### src/hdl/vec_irq_pkg.sv
package vec_irq_pkg;
  localparam int NUM_CH = 2;
  localparam int FIFO_DEPTH = 16;
  localparam int CNT_W = 5;
  localparam logic [3:0] THRESH_MAX = 4'hC;
  localparam logic [3:0] THRESH_RESET = 4'h8;
  localparam int STACK_DEPTH = 3;
  localparam int SYNC_W = 12;

  // Word offsets (byte address bits 7:2)
  localparam logic [5:0] LVEC0_IDX = 6'h00;
  localparam logic [5:0] LVEC1_IDX = 6'h01;
  localparam logic [5:0] RX_LEVEL_IDX = 6'h02;
  localparam logic [5:0] TX_LEVEL_IDX = 6'h03;
  localparam logic [5:0] MODEM_LEVEL_IDX = 6'h04;
  localparam logic [5:0] OPT4_0_IDX = 6'h05;
  localparam logic [5:0] OPT4_1_IDX = 6'h06;
  localparam logic [5:0] MODE0_IDX = 6'h07;
  localparam logic [5:0] MODE1_IDX = 6'h08;
  localparam logic [5:0] RDATA_IDX = 6'h09;
  localparam logic [5:0] TDATA_IDX = 6'h0A;
  localparam logic [5:0] EOS_IDX = 6'h0B;
  localparam logic [5:0] STACK_IDX = 6'h0C;
  localparam logic [5:0] STATUS_IDX = 6'h0D;

  // Mode register bits
  localparam int MODE_RX_DMA = 0;
  localparam int MODE_TX_DMA = 1;
  localparam logic [2:0] MODE_RESET = 3'h0;
  localparam logic [6:0] LEVEL_RESET = 7'h00;
  localparam logic [5:0] LVEC_RESET = 6'h00;

  // Request groups and vector causes
  localparam int GRP_MODEM = 0;
  localparam int GRP_TX = 1;
  localparam int GRP_RX = 2;
  localparam logic [1:0] CAUSE_RX_DATA = 2'h0;
  localparam logic [1:0] CAUSE_MODEM = 2'h1;
  localparam logic [1:0] CAUSE_TX = 2'h2;
  localparam logic [1:0] CAUSE_RX_EXC = 2'h3;

  typedef enum {ACK_IDLE, ACK_KEEP, ACK_PASS} ack_state_t;
endpackage

### src/hdl/pin_sync.sv
`timescale 1ns/1ps
module pin_sync #(
  parameter int W = 1,
  parameter logic [W-1:0] INIT = '1
) (
  input wire logic clk,
  input wire logic reset,
  input wire logic [W-1:0] din,
  output logic [W-1:0] dout
);
  logic [W-1:0] s1_r;
  logic [W-1:0] s2_r;
  logic [W-1:0] s3_r;

  // A bit changes only once the second and third stages agree
  always_ff @(posedge clk) begin
    if (reset) begin
      s1_r <= INIT;
      s2_r <= INIT;
      s3_r <= INIT;
      dout <= INIT;
    end else begin
      s1_r <= din;
      s2_r <= s1_r;
      s3_r <= s2_r;
      for (int i = 0; i < W; i++) begin
        if (s2_r[i] == s3_r[i]) begin
          dout[i] <= s3_r[i];
        end
      end
    end
  end
endmodule

### src/hdl/byte_fifo.sv
`timescale 1ns/1ps
module byte_fifo
  import vec_irq_pkg::*;
(
  input wire logic clk,
  input wire logic reset,
  input wire logic wr_valid,
  input wire logic [7:0] wr_data,
  output logic wr_ready,
  output logic rd_valid,
  output logic [7:0] rd_data,
  input wire logic rd_ready,
  output logic [CNT_W-1:0] count
);
  logic [7:0] mem [FIFO_DEPTH];
  logic [3:0] wp_r;
  logic [3:0] rp_r;
  logic [CNT_W-1:0] cnt_r;
  logic push;
  logic pop;

  assign wr_ready = (cnt_r != CNT_W'(FIFO_DEPTH));
  assign rd_valid = (cnt_r != '0);
  assign push = wr_valid && wr_ready;
  assign pop = rd_ready && rd_valid;
  assign rd_data = mem[rp_r];
  assign count = cnt_r;

  always_ff @(posedge clk) begin
    if (push) begin
      mem[wp_r] <= wr_data;
    end
  end

  always_ff @(posedge clk) begin
    if (reset) begin
      wp_r <= '0;
      rp_r <= '0;
      cnt_r <= '0;
    end else begin
      if (push) begin
        wp_r <= wp_r + 4'h1;
      end
      if (pop) begin
        rp_r <= rp_r + 4'h1;
      end
      if (push && !pop) begin
        cnt_r <= cnt_r + 5'h01;
      end else if (pop && !push) begin
        cnt_r <= cnt_r - 5'h01;
      end
    end
  end
endmodule

### src/hdl/vectored_interrupt_daisy_chain.sv
// Design decisions made here: the address map and the Wishbone register port.
`timescale 1ns/1ps
// Functional notes
// - Three request outputs: modem/timer, transmit, receive.
// - Modem group only for exceptions; transmit and receive also for data.
// - Vector is local vector in upper six bits, cause in low two.
// - Data causes only without DMA; DMA events only in DMA mode.
// - Acknowledge starts with ack-in and strobe low; seven address bits compared.
// - On match drive vector and transfer ack until strobe removed.
// - Request outputs are open drain, only pulling low.
// - Equal levels: receive first, then transmit, then modem.
// - No request asserted: pass acknowledge onward.
// - Requesting but no level match: pass acknowledge onward.
// - Requesting with level match: keep acknowledge and supply vector, unless the three-entry stack is full (then pass).
// - Asserting a request clears its fair bit until the shared line is high.
// - No new request of a type while its fair bit is cleared.
// - Fair sharing is always on, with no enable bit.
// - Each channel has 16-byte receive and transmit FIFOs via shared data registers.
// - One threshold per channel for both FIFOs, at most 12.
// - Threshold triggers DMA bursts in DMA mode, requests otherwise.
// - Context opens at acknowledge, closes with matching end-of-service write.
// - New acknowledge pushes context onto a host-visible stack.
// - Receive data request when receive FIFO count exceeds threshold.
// - Transmit data request when transmit FIFO free space exceeds threshold.
module vectored_interrupt_daisy_chain
  import vec_irq_pkg::*;
(
  input wire logic CLK,
  input wire logic RESET,
  input wire logic CYC_I,
  input wire logic STB_I,
  input wire logic WE_I,
  input wire logic [7:0] ADR_I,
  input wire logic [3:0] SEL_I,
  input wire logic [31:0] DAT_I,
  output logic [31:0] DAT_O,
  output logic ACK_O,
  input wire logic ACK_CHAIN_IN_N,
  input wire logic DATA_STROBE_N,
  input wire logic [6:0] ADDR_LEVEL,
  output logic [7:0] DATA_OUT,
  output logic DATA_OE,
  output logic TRANSFER_ACK_N_OUT,
  output logic TRANSFER_ACK_OE,
  output logic ACK_CHAIN_OUT_N,
  input wire logic MODEM_TIMER_REQUEST_N_IN,
  input wire logic TRANSMIT_REQUEST_N_IN,
  input wire logic RECEIVE_REQUEST_N_IN,
  output logic MODEM_TIMER_REQUEST_N_OUT,
  output logic MODEM_TIMER_REQUEST_OE,
  output logic TRANSMIT_REQUEST_N_OUT,
  output logic TRANSMIT_REQUEST_OE,
  output logic RECEIVE_REQUEST_N_OUT,
  output logic RECEIVE_REQUEST_OE,
  input wire logic [1:0] RX_CHAR_VALID,
  input wire logic [15:0] RX_CHAR,
  output logic [1:0] RX_CHAR_READY,
  output logic [1:0] TX_CHAR_VALID,
  output logic [15:0] TX_CHAR,
  input wire logic [1:0] TX_CHAR_TAKE,
  input wire logic [1:0] RX_EXCEPTION,
  input wire logic [1:0] TX_EXCEPTION,
  input wire logic [1:0] MODEM_EVENT,
  input wire logic [1:0] DMA_RX_EVENT,
  input wire logic [1:0] DMA_TX_EVENT,
  output logic [1:0] DMA_RX_BURST,
  output logic [1:0] DMA_TX_BURST
);
  logic [5:0] lvec_r [NUM_CH];
  logic [6:0] level_r [3];
  logic [3:0] thresh_r [NUM_CH];
  logic [2:0] mode_r [NUM_CH];
  logic [1:0] rx_exc_r;
  logic [1:0] tx_exc_r;
  logic [1:0] modem_exc_r;
  logic [2:0] drive_r;
  logic [2:0] fair_r;
  logic [1:0] stk_grp_r [STACK_DEPTH];
  logic stk_ch_r [STACK_DEPTH];
  logic [1:0] depth_r;
  logic [7:0] vec_r;
  ack_state_t state_r;
  ack_state_t state_nxt;

  logic [SYNC_W-1:0] sync_out;
  logic ack_in_s;
  logic ds_s;
  logic [6:0] level_s;
  logic [2:0] line_s;

  logic [CNT_W-1:0] rx_cnt [NUM_CH];
  logic [CNT_W-1:0] tx_cnt [NUM_CH];
  logic [7:0] rx_head [NUM_CH];
  logic [1:0] rx_pop;
  logic [1:0] tx_push;
  logic [1:0] tx_ready;
  logic [1:0] rx_data_pend;
  logic [1:0] tx_data_pend;
  logic [1:0] pend [3];
  logic [2:0] any_pend;

  logic in_ctx;
  logic top_ch;
  logic [1:0] top_grp;
  logic access;
  logic wr_en;
  logic [5:0] widx;
  logic eos_pop;

  logic [2:0] match;
  logic hit;
  logic [1:0] hit_grp;
  logic hit_ch;
  logic [7:0] hit_vec;

  pin_sync #(.W(SYNC_W), .INIT({SYNC_W{1'b1}})) u_sync (
    .clk(CLK),
    .reset(RESET),
    .din({RECEIVE_REQUEST_N_IN, TRANSMIT_REQUEST_N_IN, MODEM_TIMER_REQUEST_N_IN,
          ADDR_LEVEL, DATA_STROBE_N, ACK_CHAIN_IN_N}),
    .dout(sync_out)
  );
  assign ack_in_s = ~sync_out[0];
  assign ds_s = ~sync_out[1];
  assign level_s = sync_out[8:2];
  assign line_s = sync_out[11:9];

  assign in_ctx = (depth_r != 2'h0);
  assign top_grp = in_ctx ? stk_grp_r[depth_r - 2'h1] : 2'h0;
  assign top_ch = in_ctx ? stk_ch_r[depth_r - 2'h1] : 1'b0;

  // Data registers are live only for the channel in service
  assign access = CYC_I && STB_I && !ACK_O;
  assign wr_en = access && WE_I && SEL_I[0];
  assign widx = ADR_I[7:2];
  assign eos_pop = wr_en && (widx == EOS_IDX) && in_ctx && (DAT_I[1:0] == top_grp);

  for (genvar c = 0; c < NUM_CH; c++) begin : g_ch
    byte_fifo u_rx (
      .clk(CLK),
      .reset(RESET),
      .wr_valid(RX_CHAR_VALID[c]),
      .wr_data(RX_CHAR[c*8 +: 8]),
      .wr_ready(RX_CHAR_READY[c]),
      .rd_valid(),
      .rd_data(rx_head[c]),
      .rd_ready(rx_pop[c]),
      .count(rx_cnt[c])
    );
    byte_fifo u_tx (
      .clk(CLK),
      .reset(RESET),
      .wr_valid(tx_push[c]),
      .wr_data(DAT_I[7:0]),
      .wr_ready(tx_ready[c]),
      .rd_valid(TX_CHAR_VALID[c]),
      .rd_data(TX_CHAR[c*8 +: 8]),
      .rd_ready(TX_CHAR_TAKE[c]),
      .count(tx_cnt[c])
    );
    // shared data registers act only inside a context
    assign rx_pop[c] = access && !WE_I && (widx == RDATA_IDX) && in_ctx && (top_ch == c);
    assign tx_push[c] = wr_en && (widx == TDATA_IDX) && in_ctx && (top_ch == c) && tx_ready[c];

    assign rx_data_pend[c] = !mode_r[c][MODE_RX_DMA] && (rx_cnt[c] > {1'b0, thresh_r[c]});
    assign DMA_RX_BURST[c] = mode_r[c][MODE_RX_DMA] && (rx_cnt[c] > {1'b0, thresh_r[c]});
    assign tx_data_pend[c] = !mode_r[c][MODE_TX_DMA]
                             && ((CNT_W'(FIFO_DEPTH) - tx_cnt[c]) > {1'b0, thresh_r[c]});
    assign DMA_TX_BURST[c] = mode_r[c][MODE_TX_DMA]
                             && ((CNT_W'(FIFO_DEPTH) - tx_cnt[c]) > {1'b0, thresh_r[c]});
  end

  assign pend[GRP_MODEM] = modem_exc_r;
  assign pend[GRP_TX] = tx_exc_r | tx_data_pend;
  assign pend[GRP_RX] = rx_exc_r | rx_data_pend;
  assign any_pend = {|pend[GRP_RX], |pend[GRP_TX], |pend[GRP_MODEM]};

  // Sticky exceptions; a new event wins over the end-of-service clear
  // DMA events count only in DMA mode
  always_ff @(posedge CLK) begin
    if (RESET) begin
      rx_exc_r <= '0;
      tx_exc_r <= '0;
      modem_exc_r <= '0;
    end else begin
      for (int c = 0; c < NUM_CH; c++) begin
        if (eos_pop && (top_ch == c)) begin
          if (top_grp == 2'(GRP_RX)) begin
            rx_exc_r[c] <= 1'b0;
          end
          if (top_grp == 2'(GRP_TX)) begin
            tx_exc_r[c] <= 1'b0;
          end
          if (top_grp == 2'(GRP_MODEM)) begin
            modem_exc_r[c] <= 1'b0;
          end
        end
        if (RX_EXCEPTION[c] || (DMA_RX_EVENT[c] && mode_r[c][MODE_RX_DMA])) begin
          rx_exc_r[c] <= 1'b1;
        end
        if (TX_EXCEPTION[c] || (DMA_TX_EVENT[c] && mode_r[c][MODE_TX_DMA])) begin
          tx_exc_r[c] <= 1'b1;
        end
        if (MODEM_EVENT[c]) begin
          modem_exc_r[c] <= 1'b1;
        end
      end
    end
  end

  always_ff @(posedge CLK) begin
    if (RESET) begin
      drive_r <= '0;
      fair_r <= '1;
    end else begin
      for (int g = 0; g < 3; g++) begin
        // new request only with fair bit set
        if (fair_r[g] && !drive_r[g]) begin
          drive_r[g] <= any_pend[g];
        end else if (state_r == ACK_IDLE && state_nxt == ACK_KEEP && hit_grp == 2'(g)) begin
          drive_r[g] <= 1'b0;
        end else if (!any_pend[g]) begin
          drive_r[g] <= 1'b0;
        end
        // fair bit cleared while own request drives the line low
        if (drive_r[g]) begin
          fair_r[g] <= 1'b0;
        end else if (line_s[g]) begin
          fair_r[g] <= 1'b1;
        end
      end
    end
  end

  assign MODEM_TIMER_REQUEST_N_OUT = 1'b0;
  assign TRANSMIT_REQUEST_N_OUT = 1'b0;
  assign RECEIVE_REQUEST_N_OUT = 1'b0;
  assign MODEM_TIMER_REQUEST_OE = drive_r[GRP_MODEM];
  assign TRANSMIT_REQUEST_OE = drive_r[GRP_TX];
  assign RECEIVE_REQUEST_OE = drive_r[GRP_RX];

  // level compared against each group register
  always_comb begin
    for (int g = 0; g < 3; g++) begin
      match[g] = drive_r[g] && (level_s == level_r[g]);
    end
  end

  // local vector above the cause code
  always_comb begin
    hit = 1'b1;
    hit_grp = 2'(GRP_RX);
    hit_ch = !pend[GRP_RX][0];
    hit_vec = '0;
    if (match[GRP_RX]) begin
      hit_grp = 2'(GRP_RX);
      hit_ch = !pend[GRP_RX][0];
      hit_vec = {lvec_r[hit_ch], rx_exc_r[hit_ch] ? CAUSE_RX_EXC : CAUSE_RX_DATA};
    end else if (match[GRP_TX]) begin
      hit_grp = 2'(GRP_TX);
      hit_ch = !pend[GRP_TX][0];
      hit_vec = {lvec_r[hit_ch], CAUSE_TX};
    end else if (match[GRP_MODEM]) begin
      hit_grp = 2'(GRP_MODEM);
      hit_ch = !pend[GRP_MODEM][0];
      hit_vec = {lvec_r[hit_ch], CAUSE_MODEM};
    end else begin
      hit = 1'b0;
    end
  end

  always_comb begin
    state_nxt = state_r;
    unique case (state_r)
      ACK_IDLE: begin
        if (ack_in_s && ds_s) begin
          state_nxt = (hit && depth_r != 2'(STACK_DEPTH)) ? ACK_KEEP : ACK_PASS;
        end
      end
      ACK_KEEP: begin
        if (!ds_s) begin
          state_nxt = ACK_IDLE;
        end
      end
      ACK_PASS: begin
        // release pass on ack-in or strobe high
        if (!ack_in_s || !ds_s) begin
          state_nxt = ACK_IDLE;
        end
      end
    endcase
  end

  always_ff @(posedge CLK) begin
    if (RESET) begin
      state_r <= ACK_IDLE;
      vec_r <= '0;
    end else begin
      state_r <= state_nxt;
      if (state_r == ACK_IDLE && state_nxt == ACK_KEEP) begin
        vec_r <= hit_vec;
      end
    end
  end

  // vector and transfer ack while kept
  assign DATA_OUT = vec_r;
  assign DATA_OE = (state_r == ACK_KEEP);
  assign TRANSFER_ACK_N_OUT = 1'b0;
  assign TRANSFER_ACK_OE = (state_r == ACK_KEEP);
  assign ACK_CHAIN_OUT_N = (state_r != ACK_PASS);

  always_ff @(posedge CLK) begin
    if (RESET) begin
      depth_r <= '0;
      for (int i = 0; i < STACK_DEPTH; i++) begin
        stk_grp_r[i] <= '0;
        stk_ch_r[i] <= 1'b0;
      end
    end else if (state_r == ACK_IDLE && state_nxt == ACK_KEEP) begin
      stk_grp_r[depth_r] <= hit_grp;
      stk_ch_r[depth_r] <= hit_ch;
      depth_r <= depth_r + 2'h1;
    end else if (eos_pop) begin
      depth_r <= depth_r - 2'h1;
    end
  end

  always_ff @(posedge CLK) begin
    if (RESET) begin
      for (int c = 0; c < NUM_CH; c++) begin
        lvec_r[c] <= LVEC_RESET;
        thresh_r[c] <= THRESH_RESET;
        mode_r[c] <= MODE_RESET;
      end
      for (int g = 0; g < 3; g++) begin
        level_r[g] <= LEVEL_RESET;
      end
    end else if (wr_en) begin
      unique case (widx)
        LVEC0_IDX: lvec_r[0] <= DAT_I[7:2];
        LVEC1_IDX: lvec_r[1] <= DAT_I[7:2];
        RX_LEVEL_IDX: level_r[GRP_RX] <= DAT_I[6:0];
        TX_LEVEL_IDX: level_r[GRP_TX] <= DAT_I[6:0];
        MODEM_LEVEL_IDX: level_r[GRP_MODEM] <= DAT_I[6:0];
        OPT4_0_IDX: thresh_r[0] <= (DAT_I[3:0] > THRESH_MAX) ? THRESH_MAX : DAT_I[3:0];
        OPT4_1_IDX: thresh_r[1] <= (DAT_I[3:0] > THRESH_MAX) ? THRESH_MAX : DAT_I[3:0];
        MODE0_IDX: mode_r[0] <= DAT_I[2:0];
        MODE1_IDX: mode_r[1] <= DAT_I[2:0];
        default: begin
        end
      endcase
    end
  end

  // One wait state: ack and read data one edge after the request
  always_ff @(posedge CLK) begin
    if (RESET) begin
      ACK_O <= 1'b0;
      DAT_O <= '0;
    end else begin
      ACK_O <= access;
      if (access && !WE_I) begin
        unique case (widx)
          LVEC0_IDX: DAT_O <= {24'h000000, lvec_r[0], 2'h0};
          LVEC1_IDX: DAT_O <= {24'h000000, lvec_r[1], 2'h0};
          RX_LEVEL_IDX: DAT_O <= {25'h0, level_r[GRP_RX]};
          TX_LEVEL_IDX: DAT_O <= {25'h0, level_r[GRP_TX]};
          MODEM_LEVEL_IDX: DAT_O <= {25'h0, level_r[GRP_MODEM]};
          OPT4_0_IDX: DAT_O <= {28'h0000000, thresh_r[0]};
          OPT4_1_IDX: DAT_O <= {28'h0000000, thresh_r[1]};
          MODE0_IDX: DAT_O <= {29'h0, mode_r[0]};
          MODE1_IDX: DAT_O <= {29'h0, mode_r[1]};
          RDATA_IDX: DAT_O <= in_ctx ? {24'h000000, rx_head[top_ch]} : 32'h00000000;
          STACK_IDX: DAT_O <= {19'h0, stk_ch_r[2], stk_grp_r[2], stk_ch_r[1], stk_grp_r[1],
                               stk_ch_r[0], stk_grp_r[0], 2'h0, depth_r};
          STATUS_IDX: DAT_O <= {6'h00, rx_cnt[1], rx_cnt[0], tx_cnt[1], tx_cnt[0],
                                fair_r, drive_r};
          default: DAT_O <= 32'h00000000;
        endcase
      end else begin
        DAT_O <= 32'h00000000;
      end
    end
  end
endmodule

### config.mk
export PLATFORM = sky130hd
export DESIGN_NAME = vectored_interrupt_daisy_chain
export DESIGN_NICKNAME = d
export VERILOG_FILES = /design/src/hdl/vec_irq_pkg.sv /design/src/hdl/pin_sync.sv /design/src/hdl/byte_fifo.sv /design/src/hdl/vectored_interrupt_daisy_chain.sv
export SDC_FILE = /design/constraint.sdc
export NUM_CORES = 1
export LEC_CHECK = 0
export ABC_AREA = 1
export BUFFER_PORTS_ARGS = -buffer_cell sky130_fd_sc_hd__buf_2
export CORE_MARGIN = 3
export CORE_UTILIZATION = 49
export DETAILED_ROUTE_END_ITERATION = 10
export GPL_ROUTABILITY_DRIVEN = 0
export PLACE_DENSITY = 0.66
export SETUP_SLACK_MARGIN = 0.4
export SLEW_MARGIN = 20
export SYNTH_ARGS = -nofsm -noshare
export SYNTH_HDL_FRONTEND = slang
export SYNTH_SLANG_ARGS = --single-unit
### constraint.sdc
create_clock -name CLK -period 4.8 [get_ports CLK]
set_clock_uncertainty 0.1 [all_clocks]
set_input_delay 0.48 -clock CLK [delete_from_list [all_inputs] [get_ports CLK]]
set_output_delay 0.48 -clock CLK [all_outputs]
set_load 0.02 [all_outputs]
==> impl_metrics.json <==
{
  "cts_max_level": 3,
  "maxCapViolations": 0,
  "wirelength_mm": 78.3,
  "clk_latency_ns": 0.63,
  "dp_slack_ns": 0.870,
  "cp_common_cell": "nor2_1",
  "setup_violations": 0,
  "diodes": 0,
  "ys_ff_latch": 768,
  "r2r_end": "g_ch[0].u_tx.count[4]",
  "cts_tree": "done",
  "num_vias": 21900,
  "worst_ir_drop_vdd_mv": 0.244,
  "detail_route.wl_per_cell_um": 20.0,
  "die_h_um": 262,
  "async_flop_share_pct": 0,
  "final_common_cell": "edfxtp_1",
  "dieArea_sq_um": 68700,
  "area_delta_synth_final_pct": 12.7,
  "yosys_warnings": 0,
  "drt_first_pass_iters": 6,
  "path_class": "register to register",
  "n_fill_cell": 5455,
  "io_buffers": 126,
  "cts_buffers": 79,
  "tightest_slew_ns": 1.08,
  "rows": 93,
  "grt_pass1_vias": 21200,
  "routed_via_density": 5.61,
  "grt_max_degree": 97,
  "r2r_slack_ns": 0.81,
  "cpPeakStageDelay_ns": 0.56,
  "synth.avg_cell_area_sq_um": 11.2,
  "slew_headroom_pct": 27.9,
  "synth-edff-count": 571,
  "leakagePower_nw": 13.3,
  "layout-drive-gt1-share_pct": 12.0,
  "p_per_area_nw_per_um2": 439,
  "clockRootBuffer": "clkbuf_16",
  "first_iter_violations": 2202,
  "hold_ws_ns": 0.0396,
  "critPathMaxFanout": 12,
  "tns_ns": 0,
  "worst_path_max_delay_cell": "dfxtp_1",
  "final_cell_mix": "571 x edfxtp_1, 380 x nor2_1, 280 x o21ai_0",
  "setup_slack_ns": 0.808,
  "arrival_ns": 4.39,
  "rsz0062_at_grt": "no",
  "clkSinkCount": 768,
  "grt_pass1_wl_mm": 120,
  "drv_slew": 0,
  "r2r_cells": 17,
  "cts_buffer_depth": 3,
  "postSynthCellCount": 2875,
  "die_w_um": 262,
  "hold_path_class": "input pin to register",
  "ys.flop_type": "edfxtp_1",
  "cts.clk_slew.worst_paths_ns": 0.06,
  "ys_types": 55,
  "min_period_ns": 3.99,
  "ys_seq_area_share_pct": 65.6,
  "final_core_util_pct": 56.0,
  "path_cells": "clkinv_2 > ha_1 > nor2_1 > o21ai_1 > a21oi_4 > buf_4 > nor3_4 > ha_1 > inv_1 > fa_1 > a21o_1 > a21oi_1 > nor2_1 > nor2_1 > nand2_1 > o21ai_0 > a21oi_1",
  "num_io_pins": 166,
  "nets": 3147,
  "min_period_over_period_pct": 83.2,
  "hold_depth": 3,
  "worstHoldStart": "TX_EXCEPTION[1]",
  "hold_end": "tx_exc_r[1]",
  "overflow": 0,
  "drc": 0,
  "core_sq_um": 64700,
  "track_usage_pct": 22.6,
  "worstSetupEndpointType": "register",
  "hold_viol_final": 0,
  "dp_hpwl_mm": 51.2,
  "rr_startpoint": "depth_r[0]",
  "status": "finished clean",
  "initial_utilization_pct": 49.7,
  "worstPathRequired_ns": 5.20,
  "grt_antenna_before_repair": 0,
  "startpoint_type": "register",
  "timing.fmax_mhz": 251,
  "ant_nets": 0,
  "syn_area_sq_um": 32100
}
cells in the mapped netlist, types with 6 or more instances:
master,number,area share [%]
inv_1,274,3.2
a22oi_1,10,0.23
buf_4,16,0.37
o221ai_1,40,1.1
xor2_1,12,0.33
buf_2,14,0.22
nor2_1,381,4.5
dfxtp_1,197,12
inv_2,20,0.23
o21ai_1,9,0.14
edfxtp_1,571,53
nor3_1,55,0.86
o21ai_0,283,4.4
ha_1,62,2.4
nand2_2,9,0.18
a21oi_1,143,2.2
clkbuf_1,101,1.2
xnor2_1,8,0.22
maj3_1,11,0.34
o22ai_1,32,0.62
o211ai_1,89,2.1
buf_1,8,0.093
nand3_1,84,1.3
nor2_2,6,0.12
mux2i_1,64,2.0
or2_2,35,0.68
nand2_1,259,3.0
a211oi_1,9,0.21
nand4_1,22,0.43
what timing repair did:
action	4_1_cts	5_1_grt
setup buffers	0	0
resized for setup	0	0
endpoints found under the hold margin	15	0
hold buffers	15	0
layout make-up:
type	count	area [sq um]	share of cell area [%]
Clock buffer	107	2230	6.16
Timing Repair Buffer	162	981	2.71
Multi-Input combinational cell	1682	9370	25.9
Inverter	297	1120	3.08
Clock inverter	38	362	0.998
Tap cell	855	1070	2.95
Sequential cell	768	21100	58.2
cells by family after synthesis:
| logic type | share of synthesized area (%) |
|---|---|
| buffers and inverters | 5.37 |
| multiplexers | 1.99 |
| other | 0.0117 |
| XOR/XNOR | 0.545 |
| AO/OA/AOI/OAI | 11.5 |
| adder cells (fa/ha/maj) | 3.01 |
| AND/OR/NAND/NOR | 12.0 |
| flip-flops | 65.6 |
metal layers:
| layer | GRT usage, % | up-vias | share of wire (%) |
|---|---|---|---|
| met3 | 4.23 | 149 | 7.6 |
| met4 | 8.82 | 0 | 3.4 |
| met1 | 31.3 | 10600 | 43 |
| met5 | 0 | - | 0 |
| met2 | 35.7 | 873 | 46 |
| li1 | - | 10300 | - |
critical path: cells and delay by family (launching register included):
family	cells	cell delay, ns
AOI/OAI and AO/OA	6	0.83
adders and majority gates	3	1.15
buffers and inverters	3	0.55
DFF	1	0.56
and+or+nand+nor	5	0.68
flip-flops by register name (all words and copies together) (netlist names), 10 cells and up, named ones only:
signal	cells
level_r	21
lvec_r	12
state_r	32
u_sync.s2_r	12
u_sync.s1_r	12
u_sync.dout	12
g_ch.u_rx.count	10
g_ch.u_rx.mem	256
g_ch.u_tx.count	10
DAT_O	26
u_sync.s3_r	12
g_ch.u_tx.mem	256
how the worst max path moves through the flow:
stage,cells after the start,startpoint,endpoint
2_1_floorplan,20,depth_r[0],g_ch[1].u_rx.count[4]
3_3_place_gp,17,depth_r[0],g_ch[0].u_tx.count[4]
3_5_place_dp,17,depth_r[0],g_ch[0].u_tx.count[4]
4_1_cts,17,depth_r[0],g_ch[0].u_tx.count[4]
5_1_grt,17,depth_r[0],g_ch[0].u_tx.count[4]
6_report,17,depth_r[0],g_ch[0].u_tx.count[4]
metrics by stage:
| stage | instance area [sq um] | instances | power [W] |
|---|---|---|---|
| 6_report | 36200 | 3909 | 0.0159 |
| 5_1_grt | 36200 | 3909 | 0.0166 |
| 4_1_cts | 36200 | 3907 | 0.0160 |
| 3_5_place_dp | 33400 | 3747 | 0.00993 |
| 3_3_place_gp | 33400 | 3747 | 0.00985 |
| 2_1_floorplan | 32200 | 2887 | 0.00920 |
power breakdown:
part           internal, W  switching, W
Clock              0.00351       0.00255
Combinational     0.000826       0.00156
Sequential         0.00729      0.000189
Power figures use the tool's default switching activity.
